===== src/rtl/host_regs_defines.svh =====
// Offsets, field positions, reset values and timing counts of the host command/status bank.
// Overview of operation
// - Capability word upper half holds BCD version
// - Capability low byte reads length 0x10
// - Structural word reports one downstream port
// - Park and programmable list flags read one
// - Threshold field, default 08h, sets high-speed interrupt interval
// - Park enable bit 11, default one
// - Park count field limits successive transactions
// - Doorbell raises advance flag after schedule advances
// - Async enable gates async schedule fetch
// - Periodic enable gates periodic schedule fetch
// - Frame list size select, default 1024
// - Soft reset bit resets command fields and pulses host_soft_reset
// - Run/stop bit runs schedules, resets zero
// - Halted clear while running, set when stopped
// - Schedule state bits report actual running state
// - Reclamation bit reports empty async schedule
// - System bus error sets system error flag
// - Frame index wrap sets rollover flag
// - Port change rise sets port change flag
// - Completion sets done; error completion sets error
// - Done, error, advance interrupt at threshold boundary
// - System error, rollover, port change interrupt immediately
// - Flags clear only by writing one
`ifndef HOST_REGS_DEFINES_SVH
`define HOST_REGS_DEFINES_SVH

`define OFS_CAPABILITY      12'h000
`define OFS_STRUCTURE       12'h004
`define OFS_CAP_PARAMS      12'h008
`define OFS_COMMAND         12'h010
`define OFS_STATUS          12'h014
`define OFS_IRQ_ENABLE      12'h018

`define CAPABILITY_LENGTH   8'h10
`define N_DOWNSTREAM_PORTS  4'h1

`define CMD_RUN             0
`define CMD_SOFT_RESET      1
`define CMD_LIST_SIZE_LO    2
`define CMD_PERIODIC_EN     4
`define CMD_ASYNC_EN        5
`define CMD_DOORBELL        6
`define CMD_PARK_CNT_LO     8
`define CMD_PARK_EN         11
`define CMD_THRESH_LO       16

`define STS_DONE            0
`define STS_XFER_ERR        1
`define STS_PORT_CHG        2
`define STS_ROLLOVER        3
`define STS_SYS_ERR         4
`define STS_ADVANCE         5
`define STS_HALTED          12
`define STS_RECLAIM         13
`define STS_PERIODIC        14
`define STS_ASYNC           15

`define RST_THRESHOLD       8'h08
`define RST_PARK_CNT        2'h3
`define MICROFRAME_NS       125000
`define CLK_PERIOD_NS       8
`define MICROFRAME_CYCLES   (`MICROFRAME_NS / `CLK_PERIOD_NS)

`endif


===== src/rtl/host_regs_pkg.sv =====
// Types shared by the host command/status bank.
package host_regs_pkg;
    typedef logic [5:0]  irq_bits_t;
    typedef logic [1:0]  list_size_t;
    typedef enum logic [2:0] {
        HC_HALTED   = 3'b001,
        HC_RUNNING  = 3'b010,
        HC_STOPPING = 3'b100
    } run_state_t;
endpackage : host_regs_pkg


===== src/rtl/usb_host_cmd_status_regs.sv =====
// Capability, command, status and interrupt-enable registers of the host controller.
`timescale 1ns/1ps
`include "host_regs_defines.svh"
module usb_host_cmd_status_regs #(
    parameter int unsigned MICROFRAME_LEN = `MICROFRAME_CYCLES,
    parameter logic [15:0] VERSION_BCD    = 16'h0000
)(
    // Clock and reset.
    input  wire logic                      clk,
    input  wire logic                      rstn,
    // Register port.
    input  wire logic [11:0]               reg_addr,
    input  wire logic [31:0]               reg_wdata,
    input  wire logic                      reg_wr,
    input  wire logic                      reg_rd,
    output logic      [31:0]               reg_rdata,
    // Schedule engine controls.
    output logic                           run_stop,
    output logic                           host_soft_reset,
    output logic                           async_sched_enable,
    output logic                           periodic_sched_enable,
    output logic                           park_enable,
    output logic      [1:0]                park_count,
    output host_regs_pkg::list_size_t      frame_list_size_sel,
    output logic                           advance_doorbell,
    // Schedule engine status.
    input  wire logic                      engine_idle,
    input  wire logic                      async_active,
    input  wire logic                      periodic_active,
    input  wire logic                      reclamation,
    input  wire logic                      async_advanced,
    // Engine events, one-cycle pulses; high_speed is a level.
    input  wire logic                      xfer_done,
    input  wire logic                      xfer_error,
    input  wire logic                      sys_bus_error,
    input  wire logic                      index_wrap,
    input  wire logic                      port_change_bits,
    input  wire logic                      high_speed,
    // Interrupt.
    output logic                           host_irq
);
    import host_regs_pkg::*;

    logic        rst_sync1_r;
    logic        rst_n_r;
    logic [7:0]  threshold_r;
    logic        run_r;
    logic        soft_rst_r;
    logic        async_en_r;
    logic        periodic_en_r;
    logic        doorbell_r;
    logic        park_en_r;
    logic [1:0]  park_cnt_r;
    list_size_t  list_size_r;
    irq_bits_t   flags_r;
    irq_bits_t   flags_nxt;
    irq_bits_t   irq_en_r;
    run_state_t  state_r;
    logic        port_chg_d_r;
    logic [16:0] ufr_cnt_r;
    logic [6:0]  ufr_num_r;
    logic        boundary;
    logic        thresh_pending_r;
    logic [31:0] cmd_word;
    logic [31:0] sts_word;
    logic        wr_cmd;
    logic        wr_sts;
    logic        wr_ien;

    // Reset release through two flip-flops.
    always_ff @(posedge clk or negedge rstn)
    begin
        if (!rstn)
        begin
            rst_sync1_r <= 1'b0;
            rst_n_r     <= 1'b0;
        end
        else
        begin
            rst_sync1_r <= 1'b1;
            rst_n_r     <= rst_sync1_r;
        end
    end

    assign wr_cmd = reg_wr && (reg_addr == `OFS_COMMAND);
    assign wr_sts = reg_wr && (reg_addr == `OFS_STATUS);
    assign wr_ien = reg_wr && (reg_addr == `OFS_IRQ_ENABLE);

    // Command register; soft reset returns its fields to defaults.
    always_ff @(posedge clk or negedge rst_n_r)
    begin
        if (!rst_n_r)
        begin
            threshold_r   <= `RST_THRESHOLD;
            park_en_r     <= 1'b1;
            park_cnt_r    <= `RST_PARK_CNT;
            async_en_r    <= 1'b0;
            periodic_en_r <= 1'b0;
            list_size_r   <= 2'h0;
            run_r         <= 1'b0;
            soft_rst_r    <= 1'b0;
        end
        else if (soft_rst_r)
        begin
            threshold_r   <= `RST_THRESHOLD;
            park_en_r     <= 1'b1;
            park_cnt_r    <= `RST_PARK_CNT;
            async_en_r    <= 1'b0;
            periodic_en_r <= 1'b0;
            list_size_r   <= 2'h0;
            run_r         <= 1'b0;
            soft_rst_r    <= 1'b0;
        end
        else if (wr_cmd)
        begin
            threshold_r   <= reg_wdata[`CMD_THRESH_LO +: 8];
            park_en_r     <= reg_wdata[`CMD_PARK_EN];
            park_cnt_r    <= reg_wdata[`CMD_PARK_CNT_LO +: 2];
            async_en_r    <= reg_wdata[`CMD_ASYNC_EN];
            periodic_en_r <= reg_wdata[`CMD_PERIODIC_EN];
            list_size_r   <= reg_wdata[`CMD_LIST_SIZE_LO +: 2];
            run_r         <= reg_wdata[`CMD_RUN];
            soft_rst_r    <= reg_wdata[`CMD_SOFT_RESET];
        end
    end

    // Doorbell holds until the engine reports the advance.
    always_ff @(posedge clk or negedge rst_n_r)
    begin
        if (!rst_n_r)
            doorbell_r <= 1'b0;
        else if (soft_rst_r || async_advanced)
            doorbell_r <= 1'b0;
        else if (wr_cmd && reg_wdata[`CMD_DOORBELL])
            doorbell_r <= 1'b1;
    end

    // Run state: halted drops the cycle after run is set, rises only once the engine is idle.
    always_ff @(posedge clk or negedge rst_n_r)
    begin
        if (!rst_n_r)
            state_r <= HC_HALTED;
        else
        begin
            case (state_r)
                HC_HALTED:   if (run_r) state_r <= HC_RUNNING;
                HC_RUNNING:  if (!run_r) state_r <= HC_STOPPING;
                HC_STOPPING: if (run_r) state_r <= HC_RUNNING;
                             else if (engine_idle) state_r <= HC_HALTED;
                default:     state_r <= HC_HALTED;
            endcase
        end
    end

    // Microframe counter producing threshold boundaries.
    always_ff @(posedge clk or negedge rst_n_r)
    begin
        if (!rst_n_r)
        begin
            ufr_cnt_r <= 17'h0_0000;
            ufr_num_r <= 7'h00;
        end
        else if (ufr_cnt_r == 17'(MICROFRAME_LEN - 1))
        begin
            ufr_cnt_r <= 17'h0_0000;
            ufr_num_r <= ufr_num_r + 7'h01;
        end
        else
            ufr_cnt_r <= ufr_cnt_r + 17'h0_0001;
    end

    // Full speed or a zero threshold value falls back to every microframe.
    always_comb
    begin
        boundary = 1'b0;
        if (ufr_cnt_r == 17'(MICROFRAME_LEN - 1))
        begin
            if (!high_speed || threshold_r == 8'h00)
                boundary = 1'b1;
            else
                boundary = ((ufr_num_r + 7'h01) & (threshold_r[6:0] - 7'h01)) == 7'h00;
        end
    end

    // Sticky flags: hardware set wins over a write-one clear.
    always_comb
    begin
        flags_nxt = flags_r;
        if (wr_sts)
            flags_nxt = flags_r & ~reg_wdata[5:0];
        if (xfer_done)
            flags_nxt[`STS_DONE] = 1'b1;
        if (xfer_error)
            flags_nxt[`STS_XFER_ERR] = 1'b1;
        if (port_change_bits && !port_chg_d_r)
            flags_nxt[`STS_PORT_CHG] = 1'b1;
        if (index_wrap)
            flags_nxt[`STS_ROLLOVER] = 1'b1;
        if (sys_bus_error)
            flags_nxt[`STS_SYS_ERR] = 1'b1;
        if (async_advanced && doorbell_r)
            flags_nxt[`STS_ADVANCE] = 1'b1;
    end

    always_ff @(posedge clk or negedge rst_n_r)
    begin
        if (!rst_n_r)
        begin
            flags_r      <= 6'h00;
            port_chg_d_r <= 1'b0;
        end
        else
        begin
            flags_r      <= flags_nxt;
            port_chg_d_r <= port_change_bits;
        end
    end

    always_ff @(posedge clk or negedge rst_n_r)
    begin
        if (!rst_n_r)
            irq_en_r <= 6'h00;
        else if (wr_ien)
            irq_en_r <= reg_wdata[5:0];
    end

    // Threshold-gated sources become visible only at a boundary.
    always_ff @(posedge clk or negedge rst_n_r)
    begin
        if (!rst_n_r)
            thresh_pending_r <= 1'b0;
        else if (boundary)
            thresh_pending_r <= |(flags_r & irq_en_r & 6'h23);
        else if (!(|(flags_r & irq_en_r & 6'h23)))
            thresh_pending_r <= 1'b0;
    end

    always_ff @(posedge clk or negedge rst_n_r)
    begin
        if (!rst_n_r)
            host_irq <= 1'b0;
        else
            host_irq <= (|(flags_r & irq_en_r & 6'h1C))
                        || thresh_pending_r;
    end

    assign cmd_word = {8'h00, threshold_r, 4'h0, park_en_r, 1'b0, park_cnt_r, 1'b0,
                       doorbell_r, async_en_r, periodic_en_r, list_size_r, soft_rst_r,
                       run_r};
    assign sts_word = {16'h0000, async_active, periodic_active, reclamation,
                       state_r == HC_HALTED, 6'h00, flags_r};

    // Read data one cycle after the strobe; unmapped reads return zero.
    always_ff @(posedge clk or negedge rst_n_r)
    begin
        if (!rst_n_r)
            reg_rdata <= 32'h0000_0000;
        else if (reg_rd)
        begin
            case (reg_addr)
                `OFS_CAPABILITY: reg_rdata <= {VERSION_BCD, 8'h00, `CAPABILITY_LENGTH};
                `OFS_STRUCTURE:  reg_rdata <= {28'h000_0000, `N_DOWNSTREAM_PORTS};
                `OFS_CAP_PARAMS: reg_rdata <= 32'h0000_0006;
                `OFS_COMMAND:    reg_rdata <= cmd_word;
                `OFS_STATUS:     reg_rdata <= sts_word;
                `OFS_IRQ_ENABLE: reg_rdata <= {26'h000_0000, irq_en_r};
                default:         reg_rdata <= 32'h0000_0000;
            endcase
        end
        else
            reg_rdata <= 32'h0000_0000;
    end

    assign run_stop              = state_r != HC_HALTED && run_r;
    assign host_soft_reset       = soft_rst_r;
    assign async_sched_enable    = async_en_r;
    assign periodic_sched_enable = periodic_en_r;
    assign park_enable           = park_en_r;
    assign park_count            = park_cnt_r;
    assign frame_list_size_sel   = list_size_r;
    assign advance_doorbell      = doorbell_r;

    a_halt_while_run: assert property (@(posedge clk) disable iff (!rst_n_r)
        $rose(run_r) |=> !sts_word[`STS_HALTED]) else $error("halted while run set");
    a_halt_waits_idle: assert property (@(posedge clk) disable iff (!rst_n_r)
        (state_r == HC_STOPPING && !engine_idle) |=> !sts_word[`STS_HALTED])
        else $error("halted before idle");
    a_sys_err_sets: assert property (@(posedge clk) disable iff (!rst_n_r)
        sys_bus_error |=> flags_r[`STS_SYS_ERR]) else $error("system error lost");
    a_rollover_sets: assert property (@(posedge clk) disable iff (!rst_n_r)
        index_wrap |=> flags_r[`STS_ROLLOVER]) else $error("rollover lost");
    a_done_sets: assert property (@(posedge clk) disable iff (!rst_n_r)
        xfer_done |=> flags_r[`STS_DONE]) else $error("done lost");
    a_err_sets: assert property (@(posedge clk) disable iff (!rst_n_r)
        xfer_error |=> flags_r[`STS_XFER_ERR]) else $error("transfer error lost");
    a_w1c_zero_kept: assert property (@(posedge clk) disable iff (!rst_n_r)
        (wr_sts && !xfer_done && !xfer_error && !index_wrap && !sys_bus_error
         && !async_advanced && !port_change_bits)
        |=> flags_r == ($past(flags_r) & ~$past(reg_wdata[5:0])))
        else $error("zero write changed flag");
    a_imm_irq: assert property (@(posedge clk) disable iff (!rst_n_r)
        |(flags_r & irq_en_r & 6'h1C) |=> host_irq) else $error("immediate irq missing");
    a_irq_release: assert property (@(posedge clk) disable iff (!rst_n_r)
        (!(|(flags_r & irq_en_r)) && !thresh_pending_r) |=> !host_irq)
        else $error("irq without flag");
    a_cap_length: assert property (@(posedge clk) disable iff (!rst_n_r)
        (reg_rd && reg_addr == `OFS_CAPABILITY) |=> reg_rdata[7:0] == 8'h10)
        else $error("bad capability length");
endmodule : usb_host_cmd_status_regs


===== config.mk =====
export PLATFORM = sky130hd
export DESIGN_NAME = usb_host_cmd_status_regs
export DESIGN_NICKNAME = d
export VERILOG_FILES = /design/src/rtl/host_regs_pkg.sv /design/src/rtl/usb_host_cmd_status_regs.sv
export VERILOG_INCLUDE_DIRS = /design/src /design/src/rtl
export SDC_FILE = /design/constraint.sdc
export NUM_CORES = 1
export LEC_CHECK = 0
export ABC_AREA = 1
export ABC_CLOCK_PERIOD_IN_PS = 5390
export BUFFER_PORTS_ARGS = -buffer_cell sky130_fd_sc_hd__buf_2
export CORE_UTILIZATION = 57
export DETAILED_ROUTE_END_ITERATION = 10
export PLACE_DENSITY = 0.85
export SYNTH_ARGS = -nofsm -noshare
export SYNTH_HDL_FRONTEND = slang
export SYNTH_SLANG_ARGS = --single-unit

===== constraint.sdc =====
create_clock -name clk -period 5.39 [get_ports clk]
set_input_delay 1.078 -clock clk [delete_from_list [all_inputs] [get_ports clk]]
set_output_delay 1.078 -clock clk [all_outputs]
set_load 0.02 [all_outputs]

After elaboration in Yosys (flattened, before gate mapping)
Index checks and enable logic that the tools add are counted.
{"block": "word_totals", "regBits": 94, "latchBits": 0, "mem_bits_rw": 0, "romBits": 0, "inputBits": 59, "wordCells": 109, "memories": 0}
{"block": "classes", "add_sub_neg": 3, "n_mul": 0, "div_mod_pow": 0, "magnitude_cmp": 0, "n_eq_ne": 14, "shift": 0, "n_mux": 37, "n_bitwise": 4, "reduce_logical": 26}
{"operator": "24-bit case mux with 6 select lines", "n": 1}
{"operator": "12-bit by 5-bit equality test with 1-bit output, second input constant", "n": 3}
{"operator": "32-bit 2-to-1 mux", "n": 1}
{"operator": "1-bit 2-to-1 mux", "n": 22}
{"operator": "17-bit by 1-bit adder with 17-bit output, second input constant", "n": 1}
{"operator": "17-bit by 14-bit equality test with 1-bit output, second input constant", "n": 1}
{"operator": "17-bit 2-to-1 mux", "n": 1}
{"operator": "8-bit 2-to-1 mux", "n": 2}
{"operator": "2-bit nonzero test", "n": 8}
{"operator": "6-bit AND", "n": 2}
{"operator": "12-bit by 3-bit equality test with 1-bit output, second input constant", "n": 1}
{"operator": "12-bit by 4-bit equality test with 1-bit output, second input constant", "n": 1}
{"operator": "12-bit zero test", "n": 1}
{"operator": "3-bit 2-to-1 mux", "n": 4}
{"operator": "3-bit case mux with 3 select lines", "n": 1}
{"operator": "8-bit zero test", "n": 1}
{"operator": "2-bit 2-to-1 mux", "n": 4}
{"operator": "7-bit by 1-bit adder with 7-bit output, second input constant", "n": 1}
{"operator": "7-bit AND", "n": 1}
{"operator": "1-bit logical AND", "n": 7}
{"operator": "7-bit zero test", "n": 1}
{"operator": "7-bit by 1-bit subtractor with 7-bit output, second input constant", "n": 1}
{"operator": "6-bit 2-to-1 mux", "n": 1}
{"operator": "2-bit != test, second input constant", "n": 3}
{"operator": "10 further kinds", "n": 14}

Depth between registers and ports, before layout
{"block": "logic_depth", "depth_word": 6, "depth_mapped": 10, "mapped_depth_nobuf": 10}

Worst setup path after synthesis
OpenSTA, ideal clock, no wires.
{"block": "synth_path", "path_kind": "input to register", "startpoint": "in reg_addr[1]", "endpoint": "reg flags_r[2]", "setup_ps": 123, "t_arrival_ps": 1979, "required_ps": 5267, "setup_slack_ps": 3287, "stages": 8, "n_path_buf": 0, "path_cell_list": "nor2_2 > inv_2 > nor2_4 > inv_2 > nor3_4 > nand2_4 > o21ai_1 > o21ai_1"}
{"block": "synth_between", "elab_chain_len": 3}
{"element": "start: declaration", "line": "usb_host_cmd_status_regs.sv:12", "source": "input wire logic [11:0] reg_addr,"}
{"element": "12-bit by 5-bit equality test with 1-bit output"}
{"element": "1-bit logical AND", "line": "usb_host_cmd_status_regs.sv:86", "source": "assign wr_sts = reg_wr && (reg_addr == `OFS_STATUS);"}
{"element": "2-bit nonzero test (no source line)"}
{"element": "end signal: assignment", "line": "usb_host_cmd_status_regs.sv:214", "source": "flags_r <= flags_nxt;"}
{"element": "end: declaration", "line": "usb_host_cmd_status_regs.sv:55", "source": "irq_bits_t flags_r;"}
Every way passes these cells.
A chain may end at the register's enable or synchronous reset.

Worst setup path in the final report
{"block": "layout_path", "startpoint": "reg state_r[0]", "endpoint": "out run_stop"}
{"block": "layout_between", "elab_chain_len": 2}
{"element": "start: declaration", "line": "usb_host_cmd_status_regs.sv:58", "source": "run_state_t state_r;"}
{"element": "start signal: assignment", "line": "usb_host_cmd_status_regs.sv:142", "source": "state_r <= HC_HALTED;"}
{"element": "start signal: assignment", "line": "usb_host_cmd_status_regs.sv:146", "source": "HC_HALTED: if (run_r) state_r <= HC_RUNNING;"}
{"element": "start signal: assignment", "line": "usb_host_cmd_status_regs.sv:147", "source": "HC_RUNNING: if (!run_r) state_r <= HC_STOPPING;"}
{"element": "3-bit by 1-bit != test with 1-bit output", "line": "usb_host_cmd_status_regs.sv:274", "source": "assign run_stop = state_r != HC_HALTED && run_r;"}
{"element": "1-bit logical AND", "line": "usb_host_cmd_status_regs.sv:274"}
{"element": "end: declaration", "line": "usb_host_cmd_status_regs.sv:18", "source": "output logic run_stop,"}
Every way passes these cells.

==> results.py <==
metrics = {
    "run_status": {
        "run_status": "finished clean",
    },
    "synthesis": {
        "synth.distinct_cells": 34,
        "synth_mux_area_frac": 0,
        "synth_seq_area_share": 0.5222,
        "combinational_family_with_the_most_area_after_synthesis": "simple AND/OR/NAND/NOR gates",
        "mappedNetlistArea_um2": 4038,
        "synthesis.instances": 483,
        "post_syn_area_per_cell_um2": 8.359,
        "synth_simple_gate_area_share": 0.2516,
        "synth-compound-area-share": 0.09452,
        "synth-warning-count": 0,
        "yosys.area_share.adder": 0.01549,
        "post_synth_xor_area_fraction": 0.01085,
        "yosys_register_bits": 84,
    },
    "timing": {
        "final_min_period_over_clock_period": 0.4551,
        "slew_headroom": 0.3268,
        "final_hold_viol_count": 0,
        "setup_ws_post_layout_ns": 2.937,
        "finalSetupViolations": 0,
        "final-max-slew-violation-count": 0,
        "timing.final.crit_period_ns": 2.453,
        "setup_tns_ns": 0,
        "clock_skew_ns": 0.01143,
        "setup_repair_after_global_routing_missed_its_margin": "no",
        "worst_pin_slew_ns": 1.010,
        "fmax_mhz": 407.6,
    },
    "place": {
        "placed_cell_area_um2": 4467,
        "place.detailed.instances": 649,
        "place.gp.congestion": 0.8507,
        "place.port_buffers": 77,
        "preCtsSetupSlack_ns": 2.674,
        "dpl.hpwl_mm": 6.313,
    },
    "cts": {
        "root_buffer": "clkbuf_8",
        "clock-sinks": 84,
        "htree_levels": 3,
        "cts.reportedPaths.clkPinSlew_ns": 0.09,
        "ctsLongestPathBuffers": 2,
        "numCtsBuffers": 9,
        "cts-hold-fix-buffers": 0,
        "post_cts_buffers": 0,
        "clk-insertion-delay-late_ns": 0.36,
        "cts-resized-gates": 0,
        "cts_tree": "done",
    },
    "finish": {
        "final_design_area_no_fill_um2": 4648,
        "final-instance-count-excl-fill": 665,
        "final.fill_count": 536,
        "multi_input_area_um2": 1545,
        "finalNetCount": 628,
        "final_cell_mix": "nand2_1, dfrtp_1, buf_2",
        "antenna_cells_inserted": 0,
        "post_route_cells_drive_above_1_share": 0.2443,
        "layout_commonest_cell": "nand2_1",
        "area_taken_by_flip_flops_and_latches_um2": 2112,
        "flow.area_growth_from_synthesis_pct": 15.12,
    },
    "global_route": {
        "globalRouteOverflowTotal": 0,
        "grt_use_met3": 0.03850,
        "maximum_number_of_pins_on_one_net_before_global_route_repair": 83,
        "number_of_global_route_vias_before_repair": 3292,
        "gr-usage-met2": 0.4300,
        "use_met1": 0.3037,
        "global_route_hottest_layer": "met2",
        "grt_pass1_wl_mm": 14.10,
        "gr-usage-all-layers": 0.2460,
        "antenna_found_initial": 0,
    },
    "floorplanning": {
        "die_area_um2": 7424,
        "height_of_the_die_um": 86.17,
        "effective_utilization_at_floorplan": 0.5910,
        "fp.coreArea_um2": 6832,
        "floorplan.rows": 30,
        "io_pins": 102,
        "die_boundary_width_um": 86.17,
    },
    "routing": {
        "avgRoutedWirePerCell_um": 12.82,
        "post_drt_via_cell_ratio": 5.080,
        "drt_first_pass_iters": 5,
        "route.antenna.remaining_nets": 0,
        "drc_errors": 0,
        "num_vias": 3378,
        "routed_wl_mm": 8.526,
        "drt_initial_violations": 241,
    },
    "setup_path": {
        "setup.worst_path.start": "state_r[0]",
        "setup.worst_path.start_class": "register",
        "critPathKind": "reg2out",
        "crit_path_max_fanout": 6,
        "worst-endpoint-arrival_ns": 1.38,
        "rr_startpoint": "ufr_cnt_r[5]",
        "end_kind": "primary output",
        "cp.required_ns": 4.31,
    },
    "pwr": {
        "vdd_drop_max_mv": 0.1597,
        "leakagePower_nw": 2.463,
        "total_power_w": 0.001179,
        "power.density_nw_per_um2": 253.6,
    },
    "min_path": {
        "holdCritPathClass": "reg2reg",
        "worstHoldStart": "rst_sync1_r",
    },
    "run": {
        "cap_viol_max_count": 0,
    },
}
-- synthesized netlist by cell type --
master,number,area [um2]
a22o_1,1,8.760
a211oi_1,1,7.510
o21ai_1,23,115.1
nor3_2,3,30.03
nand2_2,6,37.54
buf_2,4,20.02
o21a_1,1,7.510
nand3_1,22,110.1
nand2_4,1,11.26
nor4_1,2,12.51
dfstp_2,5,131.4
buf_4,11,82.58
conb_1,2,7.510
nand3_4,1,17.52
a31oi_1,2,12.51
nand2_1,107,401.6
buf_6,1,11.26
nand4_2,2,25.02
inv_2,12,45.04
nand3_2,3,30.03
xor2_1,5,43.79
nor2_1,46,172.7
inv_1,69,259.0
nor2_4,2,22.52
nor2_2,9,56.30
a21oi_1,17,85.08
nand4_1,9,56.30
nor3_4,1,16.27
o22ai_1,4,25.02
dfrtp_1,79,1977
ha_1,5,62.56
nor3_1,2,10.01
o21ai_0,24,120.1
or2_0,1,6.260
-- worst max-delay path, cell delays in order, from the launching register on --
cell	delay [ns]
dfstp_2	0.55
nand3_1	0.18
nand2_1	0.10
inv_1	0.04
buf_2	0.15
-- state kept, by name, indices dropped and copies added, names as in the netlist, 2 cells and up --
signal,flops
flags_r,6
frame_list_size_sel,2
irq_en_r,6
park_count,2
reg_rdata,22
state_r,3
threshold_r,8
ufr_cnt_r,17
ufr_num_r,7
-- path summary, 6_finish.rpt --
| path | end | slack, ns | cells after the start |
|---|---|---|---|
| setup / recovery | run_stop | 2.94 | 4 |
| hold / removal | rst_n_r | 0.37 | 0 |
| setup reg to reg | thresh_pending_r | 3.56 | 6 |
| hold reg to reg | rst_n_r | 0.37 | 0 |
| max in group asynchronous | ufr_cnt_r[4] | 4.22 | 0 |
| min in group asynchronous | rst_n_r | 0.48 | 1 |
-- logic make-up after synthesis --
| family | Yosys count |
|---|---|
| and+or+nand+nor | 217 |
| adders and majority gates | 5 |
| buffers and inverters | 97 |
| DFF | 84 |
| xor gates and xnor gates | 5 |
| other | 2 |
| AOI/OAI and AO/OA | 73 |
-- layout make-up --
type | instances | share of cell area
Inverter | 81 | 0.06541
Timing Repair Buffer | 77 | 0.08291
Multi-Input combinational cell | 311 | 0.3324
Clock inverter | 7 | 0.01238
Sequential cell | 84 | 0.4544
Tap cell | 96 | 0.02584
Clock buffer | 9 | 0.02665
-- stage by stage --
stage          hold WS [ns]  utilization
3_3_place_gp         0.3407       0.6538
4_1_cts              0.3742       0.6804
3_5_place_dp         0.3417       0.6538
2_1_floorplan        0.3312            -
6_report             0.3686       0.6804
5_1_grt              0.3783       0.6804
-- power breakdown --
part / total, W / switching, W / internal, W
logic: 0.000102 / 0.0000663 / 0.0000354
clock network: 0.000414 / 0.000240 / 0.000174
registers: 0.000664 / 0.0000183 / 0.000645
-- routing by layer --
metal,up-vias,part of all wire
li1,1661,-
met1,1595,0.41
met2,102,0.52
met3,20,0.047
met4,0,0.020
met5,-,0
Note: power is estimated with default switching activity, not from simulation.
